==> src/rtl/cmpb_qual_pkg.sv <==
// constants for the comparator B extension qualifier
package cmpb_qual_pkg;
  // ==========================================================
  // register map
  localparam logic [7:0] CBX_INDEX = 8'h09;
  localparam logic [7:0] CBX_BYTE_ADDR = 8'h24;
  localparam int BUS_ADDR_W = 8;
  localparam int BUS_DATA_W = 32;
  // ==========================================================
  // field positions
  localparam int RW_QUALIFY_ENABLE_B_POS = 7;
  localparam int RW_MATCH_VALUE_B_POS = 6;
  localparam int PAGE_QUALIFY_SELECT_POS = 5;
  localparam int EXT_ADDR_BIT16_POS = 0;
  // ==========================================================
  // reset value and masks
  localparam logic [7:0] CBX_RESET = 8'h00;
  localparam logic [7:0] CBX_IMPL_MASK = 8'he1;
  // ==========================================================
  // core bus shape
  localparam int CORE_ADDR_W = 17;
  localparam int CPU_ADDR_W = 16;
  localparam int PAGE_OFFSET_W = 14;
  localparam int PAGE_INDEX_W = 3;
  localparam int CORE_DATA_W = 8;
endpackage : cmpb_qual_pkg

==> src/rtl/addr_data_matcher.sv <==
// combinational match decision of comparator B
`timescale 1ns/1ps
module addr_data_matcher
  import cmpb_qual_pkg::*;
(
  input wire logic cycle_valid_i,
  input wire logic cycle_read_i,
  input wire logic paged_access_flag_i,
  input wire logic [CORE_ADDR_W-1:0] core_addr_i,
  input wire logic [PAGE_INDEX_W-1:0] program_page_index_i,
  input wire logic [CORE_DATA_W-1:0] core_data_i,
  input wire logic [CPU_ADDR_W-1:0] compare_value_i,
  input wire logic full_mode_i,
  input wire logic rw_qualify_enable_a_i,
  input wire logic rw_match_value_a_i,
  input wire logic [7:0] cbx_i,
  output logic match_o
);
  logic rw_en;
  logic rw_val;
  logic rw_ok;
  logic page_ok;
  logic addr_ok;
  logic data_ok;
  logic [CORE_ADDR_W-1:0] eff_addr;

  always_comb
  begin
    // full modes borrow direction qualification from comparator A
    rw_en = full_mode_i ? rw_qualify_enable_a_i : cbx_i[RW_QUALIFY_ENABLE_B_POS];
    rw_val = full_mode_i ? rw_match_value_a_i : cbx_i[RW_MATCH_VALUE_B_POS];
    // value 1 selects reads, 0 writes; value unused when disabled
    rw_ok = !rw_en || (cycle_read_i == rw_val);
    page_ok = (paged_access_flag_i == cbx_i[PAGE_QUALIFY_SELECT_POS]);
    if (paged_access_flag_i)
    begin
      eff_addr = {program_page_index_i, core_addr_i[PAGE_OFFSET_W-1:0]};
    end
    else
    begin
      eff_addr = core_addr_i;
    end
    addr_ok = (eff_addr[CPU_ADDR_W] == cbx_i[EXT_ADDR_BIT16_POS]) &&
              (eff_addr[CPU_ADDR_W-1:0] == compare_value_i);
    data_ok = (core_data_i == compare_value_i[CORE_DATA_W-1:0]);
    if (!cycle_valid_i)
    begin
      match_o = 1'b0;
    end
    else if (full_mode_i)
    begin
      match_o = rw_ok && data_ok;
    end
    else
    begin
      match_o = rw_ok && page_ok && addr_ok;
    end
  end
endmodule : addr_data_matcher

==> src/rtl/dbg_cmpb_qualifier.sv <==
// comparator B extension register, bus slave and registered match
`timescale 1ns/1ps
// Notes on behaviour
// - direction counts in comparator B match only when its enable bit is set
// - with direction on, value 0 matches writes, value 1 matches reads
// - direction value bit is ignored while direction enable is clear
// - full modes use comparator A direction enable and value instead
// - page select 1: match only paged cycles, address is page index plus low 14 bits
// - page select 0: match only unpaged cycles, using the plain 17-bit address
// - effective address bit 16 (page index bit 2 on paged cycles) must equal the stored extended bit
// - full modes ignore page select and extended bit, data is compared
// - resets clear the register, qualifying end-trace reset keeps bits 7,6,5,0
module dbg_cmpb_qualifier
  import cmpb_qual_pkg::*;
(
  input wire logic CLK_I,
  input wire logic RST_N_I,
  // ==========================================================
  // avalon-mm slave
  input wire logic [BUS_ADDR_W-1:0] ADDRESS_I,
  input wire logic READ_I,
  input wire logic WRITE_I,
  input wire logic [BUS_DATA_W-1:0] WRITEDATA_I,
  output logic [BUS_DATA_W-1:0] READDATA_O,
  output logic WAITREQUEST_O,
  // ==========================================================
  // reset cause from the system
  input wire logic SYS_RESET_I,
  input wire logic END_TRACE_RESET_I,
  input wire logic DEBUG_MODULE_ENABLE_I,
  input wire logic TRIGGER_AT_BEGIN_I,
  // ==========================================================
  // core bus observation
  input wire logic CYCLE_VALID_I,
  input wire logic CYCLE_READ_I,
  input wire logic PAGED_ACCESS_FLAG_I,
  input wire logic [CORE_ADDR_W-1:0] CORE_ADDR_I,
  input wire logic [PAGE_INDEX_W-1:0] PROGRAM_PAGE_INDEX_I,
  input wire logic [CORE_DATA_W-1:0] CORE_DATA_I,
  // ==========================================================
  // neighbouring debug state
  input wire logic [CPU_ADDR_W-1:0] COMPARE_VALUE_I,
  input wire logic FULL_MODE_I,
  input wire logic RW_QUALIFY_ENABLE_A_I,
  input wire logic RW_MATCH_VALUE_A_I,
  // ==========================================================
  // results
  output logic MATCH_B_O,
  output logic [7:0] CBX_O
);

  logic [7:0] cbx_reg;
  logic [7:0] cbx_next;
  logic done_reg;
  logic [BUS_DATA_W-1:0] rdata_reg;
  logic match_reg;
  logic match_next;
  logic req;
  logic accept;
  logic keep_on_reset;

  function automatic logic hits_cbx(input logic [BUS_ADDR_W-1:0] a);
    hits_cbx = (a == CBX_BYTE_ADDR);
  endfunction : hits_cbx

  // ==========================================================
  // bus handshake: one wait cycle, answer on the second edge
  assign req = READ_I || WRITE_I;
  assign accept = req && done_reg;
  assign WAITREQUEST_O = req && !done_reg;
  assign READDATA_O = rdata_reg;

  always_ff @(posedge CLK_I or negedge RST_N_I)
  begin
    if (!RST_N_I)
    begin
      done_reg <= 1'b0;
    end
    else
    begin
      done_reg <= req && !done_reg;
    end
  end

  // read data captured in the wait cycle so it stands at the accept edge
  always_ff @(posedge CLK_I or negedge RST_N_I)
  begin
    if (!RST_N_I)
    begin
      rdata_reg <= '0;
    end
    else if (READ_I && !done_reg)
    begin
      if (hits_cbx(ADDRESS_I))
      begin
        rdata_reg <= {24'h00_0000, cbx_reg & CBX_IMPL_MASK};
      end
      else
      begin
        rdata_reg <= '0;
      end
    end
  end

  // ==========================================================
  // extension register
  assign keep_on_reset = END_TRACE_RESET_I && DEBUG_MODULE_ENABLE_I && !TRIGGER_AT_BEGIN_I;

  always_comb
  begin
    cbx_next = cbx_reg;
    if (SYS_RESET_I)
    begin
      // a system reset outranks a write arriving in the same cycle
      cbx_next = keep_on_reset ? cbx_reg : CBX_RESET;
    end
    else if (accept && WRITE_I && hits_cbx(ADDRESS_I))
    begin
      cbx_next = WRITEDATA_I[7:0] & CBX_IMPL_MASK;
    end
  end

  always_ff @(posedge CLK_I or negedge RST_N_I)
  begin
    if (!RST_N_I)
    begin
      cbx_reg <= CBX_RESET;
    end
    else
    begin
      cbx_reg <= cbx_next;
    end
  end

  assign CBX_O = cbx_reg;

  // ==========================================================
  // match qualification
  addr_data_matcher u_matcher (
    .cycle_valid_i(CYCLE_VALID_I),
    .cycle_read_i(CYCLE_READ_I),
    .paged_access_flag_i(PAGED_ACCESS_FLAG_I),
    .core_addr_i(CORE_ADDR_I),
    .program_page_index_i(PROGRAM_PAGE_INDEX_I),
    .core_data_i(CORE_DATA_I),
    .compare_value_i(COMPARE_VALUE_I),
    .full_mode_i(FULL_MODE_I),
    .rw_qualify_enable_a_i(RW_QUALIFY_ENABLE_A_I),
    .rw_match_value_a_i(RW_MATCH_VALUE_A_I),
    .cbx_i(cbx_reg),
    .match_o(match_next)
  );

  // registered so the trigger logic sees a clean one-cycle-late flag
  always_ff @(posedge CLK_I or negedge RST_N_I)
  begin
    if (!RST_N_I)
    begin
      match_reg <= 1'b0;
    end
    else
    begin
      match_reg <= match_next;
    end
  end

  assign MATCH_B_O = match_reg;
endmodule : dbg_cmpb_qualifier

==> config.mk <==
export PLATFORM = sky130hd
export DESIGN_NAME = dbg_cmpb_qualifier
export DESIGN_NICKNAME = d
export VERILOG_FILES = /design/src/rtl/cmpb_qual_pkg.sv /design/src/rtl/addr_data_matcher.sv /design/src/rtl/dbg_cmpb_qualifier.sv
export SDC_FILE = /design/constraint.sdc
export NUM_CORES = 1
export LEC_CHECK = 0
export BUFFER_PORTS_ARGS = -buffer_cell sky130_fd_sc_hd__buf_2
export CORE_MARGIN = 2
export CORE_UTILIZATION = 33
export CTS_CLUSTER_DIAMETER = 30
export DETAILED_ROUTE_END_ITERATION = 7
export PLACE_DENSITY = 0.95
export SLEW_MARGIN = 20
export SYNTH_ARGS = -nofsm -noshare
export SYNTH_HDL_FRONTEND = slang
export SYNTH_SLANG_ARGS = --single-unit
==> constraint.sdc <==
create_clock -name CLK_I -period 1.9 [get_ports CLK_I]
set_input_delay 0.38 -clock CLK_I [delete_from_list [all_inputs] [get_ports CLK_I]]
set_output_delay 0.38 -clock CLK_I [all_outputs]
set_load 0.005 [all_outputs]
Word level (Yosys, flattened, before mapping):

Cells that the tools add are included.

* equal/unequal tests: 7
* mux-type cells: 9
* reductions and logical operators: 18

Operator list (count)
* two-way mux 8 bit: 4
* two-way mux 17 bit: 1
* equality test 16 bit: 1
* logical AND 1 bit: 11
* equality test 8 x 6 -> 1 bit (second input constant): 1
* equality test 8 bit: 1
* two-way mux 1 bit: 4
* equality test 1 bit: 3
* logical NOT 1 bit: 3
* logical OR 1 bit: 2
* != test 2 bit (second input constant): 1
* AND reduction 2 bit: 1
* nonzero test 2 bit: 1

* register bits: 42
* input bits: 98
* output and inout port bits: 42
* word-level logic and storage cells: 38

Longest topological paths before layout:

* depth after elaboration: 7
* gate-level depth with buffers: 6

Hierarchy:

From an unflattened synthesis, not the netlist that was laid out.

* cells, all modules: 118
* area total of the unflattened synthesis: 1092.3 µm²

Modules (own cells, without submodules)
* dbg_cmpb_qualifier: times used 1, cells an instance 73, area each 716.9 µm², seq. area each 250.2 µm²
* addr_data_matcher: times used 1, cells an instance 45, area each 375.4 µm², seq. area each 0.0 µm²

Least setup slack after synthesis:

Ideal clock, no wire load.

* path kind: input-to-reg
* from: input ADDRESS_I[4]
* to: register cbx_reg[0], in the netlist CBX_O[0]
* arrival: 1.364 ns
* data required time: 1.774 ns
* slack: 0.410 ns
* stages on the path: 6
* path buffers: 1
* cells stage by stage: nor4b_1 > nand2_1 > or3_1 > clkbuf_2 > nand3_1 > o21ai_0

* longest elaborated chain between the ends: 4

Ends and longest elaborated chain
* start: declaration: line dbg_cmpb_qualifier.sv:20 `input wire logic [BUS_ADDR_W-1:0] ADDRESS_I,`
* equality test 8 x 6 -> 1 bit: line dbg_cmpb_qualifier.sv:63 `hits_cbx = (a == CBX_BYTE_ADDR);`
* logical AND 1 bit: line dbg_cmpb_qualifier.sv:117 `else if (accept && WRITE_I && hits_cbx(ADDRESS_I))`
* nonzero test 2 bit (no line)
* AND reduction 2 bit (no line)
* end signal: assignment: line dbg_cmpb_qualifier.sv:131 `cbx_reg <= cbx_next;`
* end: declaration: line dbg_cmpb_qualifier.sv:52 `logic [7:0] cbx_reg;`

Every way passes these cells.
A chain may end at the register's enable or synchronous reset.

Worst setup path in the final report:

Same ends and word-level chain as after synthesis.

==> summary.json <==
{
  "port_buffers": {"value": 79},
  "ys.flop_type": {"value": "dfrtp_1"},
  "worst_path_dominant_cell_family": {"value": "simple AND/OR/NAND/NOR gates"},
  "dieHeight": {"value": 59.5, "unit": "microns"},
  "ios": {"value": 140},
  "sequential_cell_area": {"value": 250, "unit": "sq um"},
  "worstRegToRegCells": {"value": 5},
  "ys_seq_elements": {"value": 10},
  "ff2ff_setup_slack": {"value": 0.58, "unit": "ns"},
  "htreeDepth": {"value": 1},
  "worstSetupEndpointType": {"value": "register"},
  "wl_per_cell": {"value": 11.2, "unit": "microns"},
  "cts-root-buf": {"value": "clkbuf_4"},
  "worst_r2r_start": {"value": "CBX_O[5]$_DFFE_PN0P_"},
  "core_area": {"value": 0.00298, "unit": "sq mm"},
  "worst_skew_pair.late_latency": {"value": 0.27, "unit": "ns"},
  "fmax": {"value": 687, "unit": "MHz"},
  "finalHoldViolations": {"value": 0},
  "intPower": {"value": 0.426, "unit": "mW"},
  "r2r_end": {"value": "MATCH_B_O$_DFF_PN0_"},
  "power.combinational.fraction": {"value": 30.3, "unit": "%"},
  "async_flop_share": {"value": 100, "unit": "%"},
  "drv_cap": {"value": 0},
  "status": {"value": "finished, final reports clean"},
  "critical_path_class": {"value": "in -> reg"},
  "post_synth_instance_area": {"value": 0.00101, "unit": "sq mm"},
  "critical_path_cell_count": {"value": 6},
  "cts.clk_slew.worst_paths": {"value": 0.07, "unit": "ns"},
  "multiInputGateArea": {"value": 617, "unit": "sq um"},
  "p_switching": {"value": 0.166, "unit": "mW"},
  "first_iter_violations": {"value": 30},
  "finalCriticalPeriod": {"value": 1.46, "unit": "ns"},
  "holdBufCountCts": {"value": 1},
  "slew_viols_final": {"value": 0},
  "synth_sequential_area_ratio": {"value": 24.7, "unit": "%"},
  "grt_setup_unrepaired": {"value": "false"},
  "cp_data_arrival_time": {"value": 1.60, "unit": "ns"},
  "yosysUniqueCellTypes": {"value": 25},
  "cp_num_buf_inv": {"value": 1},
  "place.gp.congestion": {"value": 0.722},
  "finish.net_count": {"value": 296},
  "routed_wl": {"value": 2580, "unit": "microns"},
  "post-route-drc-count": {"value": 0},
  "postSynthCellCount": {"value": 116},
  "via_per_inst": {"value": 4.24},
  "die_area": {"value": 0.00353, "unit": "sq mm"},
  "min_period_over_period": {"value": 76.6, "unit": "%"},
  "tritoncts_sink_count": {"value": 10},
  "hpwl": {"value": 2270, "unit": "microns"},
  "postCtsSetupBuffers": {"value": 0},
  "p_leak": {"value": 0.775, "unit": "nW"},
  "grt_first_pass_wirelength": {"value": 3770, "unit": "microns"},
  "pwr_cell_area": {"value": 434, "unit": "mW/mm^2"},
  "die_w": {"value": 59.5, "unit": "microns"},
  "cp-endpoint": {"value": "CBX_O[0]$_DFFE_PN0P_"},
  "min_path_type": {"value": "in -> reg"},
  "overflow": {"value": 0},
  "critical_path.max_stage_delay": {"value": 0.47, "unit": "ns"},
  "area_growth": {"value": 34.5, "unit": "%"},
  "p_seq_share": {"value": 36.6, "unit": "%"},
  "required_time_reported_for_the_critical_path_endpoint": {"value": 2.05, "unit": "ns"},
  "cts_inserted_buffers": {"value": 3},
  "final_layout_size_suffix_gt1_share": {"value": 43.1, "unit": "%"},
  "timing.critical_path.cells": {"value": "buf_2 > nor4b_1 > nand2_1 > or3_1 > nand3_1 > o21ai_0"},
  "count_of_antenna_diodes_in_the_layout": {"value": 0},
  "critPathLaunchType": {"value": "input port"},
  "initial_utilization": {"value": 34.1, "unit": "%"},
  "row_count": {"value": 20},
  "first_global_vias": {"value": 949},
  "synth.avg_cell_area": {"value": 8.75, "unit": "sq um"},
  "finalPower": {"value": 0.593, "unit": "mW"},
  "synth-warning-count": {"value": 0},
  "pin_count_of_the_biggest_net_entering_global_routing": {"value": 11},
  "number_of_antenna_violations_at_the_first_check_in_global_routing": {"value": 0},
  "synth_enable_flop_cells": {"value": 0},
  "n_fill_cell": {"value": 306},
  "pwr-share-clk": {"value": 33.0, "unit": "%"},
  "slowest_stage": {"value": "or3_1"},
  "cts_tree": {"value": "yes"},
  "irDropWorstVdd": {"value": 0.136, "unit": "mV"},
  "startpoint": {"value": "ADDRESS_I[4]"},
  "vias": {"value": 975},
  "worst-path-max-fanout": {"value": 8},
  "swShare": {"value": 28.1, "unit": "%"},
  "route.antenna.remaining_nets": {"value": 0},
  "finClkSkew": {"value": 0.00676, "unit": "ns"},
  "timing.setup.tns": {"value": 0, "unit": "ns"},
  "final-setup-viol-count": {"value": 0},
  "first_pass_iters": {"value": 4},
  "clk_path_buf_depth": {"value": 2},
  "ctsResizeCount": {"value": 0},
  "global_route.usage.total": {"value": 14.2, "unit": "%"}
}
==> synth_stat cells, drive strengths merged (3+ instances only) <==
library cell / instances / area [sq um]
inv: 4 / 15.0
xnor2: 13 / 114
nand3: 6 / 30.0
buf: 32 / 240
dfrtp: 10 / 250
o21ai: 5 / 25.0
nor2: 3 / 11.3
xor2: 15 / 131
nand2: 3 / 11.3
nand4: 5 / 31.3
mux2i: 3 / 30.0
a22o: 4 / 35.0
==> through the flow <==
| step | worst slack, ns | utilization (%) | std cells | hold slack (ns) | area (sq um) |
|---|---|---|---|---|---|
| after floorplan | 0.410 | - | 147 | 0.0844 | 1130 |
| after global placement | 0.215 | 44.3 | 225 | 0.240 | 1320 |
| after detailed placement | 0.154 | 44.3 | 225 | 0.249 | 1320 |
| after CTS | 0.438 | 45.8 | 230 | 0.344 | 1370 |
| after global routing | 0.319 | 45.8 | 230 | 0.351 | 1370 |
| final | 0.445 | 45.8 | 230 | 0.345 | 1370 |
==> power groups by stage <==
stage / clock network [mW] / logic, mW / registers [mW]
after floorplan: 0 / 0.128 / 0.221
after global placement: 0 / 0.171 / 0.221
after detailed placement: 0 / 0.177 / 0.221
after CTS: 0.195 / 0.179 / 0.217
after global routing: 0.208 / 0.199 / 0.217
final: 0.196 / 0.180 / 0.217
==> worst min-delay path by stage <==
stage	from	to	slack, ns	depth (start not counted)
floorplan	RST_N_I	CBX_O[0]$_DFFE_PN0P_	0.08	0
CTS	CYCLE_VALID_I	MATCH_B_O$_DFF_PN0_	0.34	3
global placement	RST_N_I	done_reg$_DFF_PN0_	0.24	1
global route	CYCLE_VALID_I	MATCH_B_O$_DFF_PN0_	0.35	3
finish	WRITEDATA_I[7]	CBX_O[7]$_DFFE_PN0P_	0.34	3
detailed placement	RST_N_I	READDATA_O[0]$_DFFE_PN0P_	0.25	1
==> layout by cell type (no fill, tap or decap) <==
cell / count
nor3_1: 1
conb_1: 32
clkbuf_8: 1
nor2_1: 3
nor4b_1: 2
nand2b_1: 1
nand3_1: 6
or4_4: 1
xor2_1: 15
dlygate4sd3_1: 1
inv_1: 4
o21ai_1: 2
dfrtp_1: 10
nand3b_1: 1
nor4_1: 1
o21ai_0: 3
mux2i_1: 3
nor4_2: 1
buf_2: 79
a21oi_1: 1
nand4_1: 5
a22o_1: 4
xnor2_1: 13
nand2_1: 3
clkbuf_4: 3
or3_1: 1
==> area by class of cell <==
class                           instances  share of cell area, %
Multi-Input combinational cell         99                   45.2
Timing Repair Buffer                   80                   29.7
Sequential cell                        10                   18.3
Tap cell                               33                   3.02
Clock buffer                            4                   2.66
Inverter                                4                   1.10
==> cells by family after synthesis <==
group	count (synthesis)	synth area share, %
AO/OA/AOI/OAI	10	6.41
XOR/XNOR	28	24.2
buffers and inverters	38	26.0
flip-flops	10	24.7
multiplexers	3	2.96
other	1	0.370
AND/OR/NAND/NOR	26	15.4
==> tightest hold or removal path, delay by kind of cell <==
family	cells	cell delay, ns
buffers and inverters	2	0.12
AO/OA/AOI/OAI	1	0.07
==> routing by layer <==
layer,share of wire [%],global-route usage [%],vias up
met2,58,28.4,44
met3,6.4,2.18,3
met5,0,0,-
met4,1.2,7.47,0
met1,34,13.3,442
li1,-,-,486
Note: power is estimated with default switching activity, not from simulation.
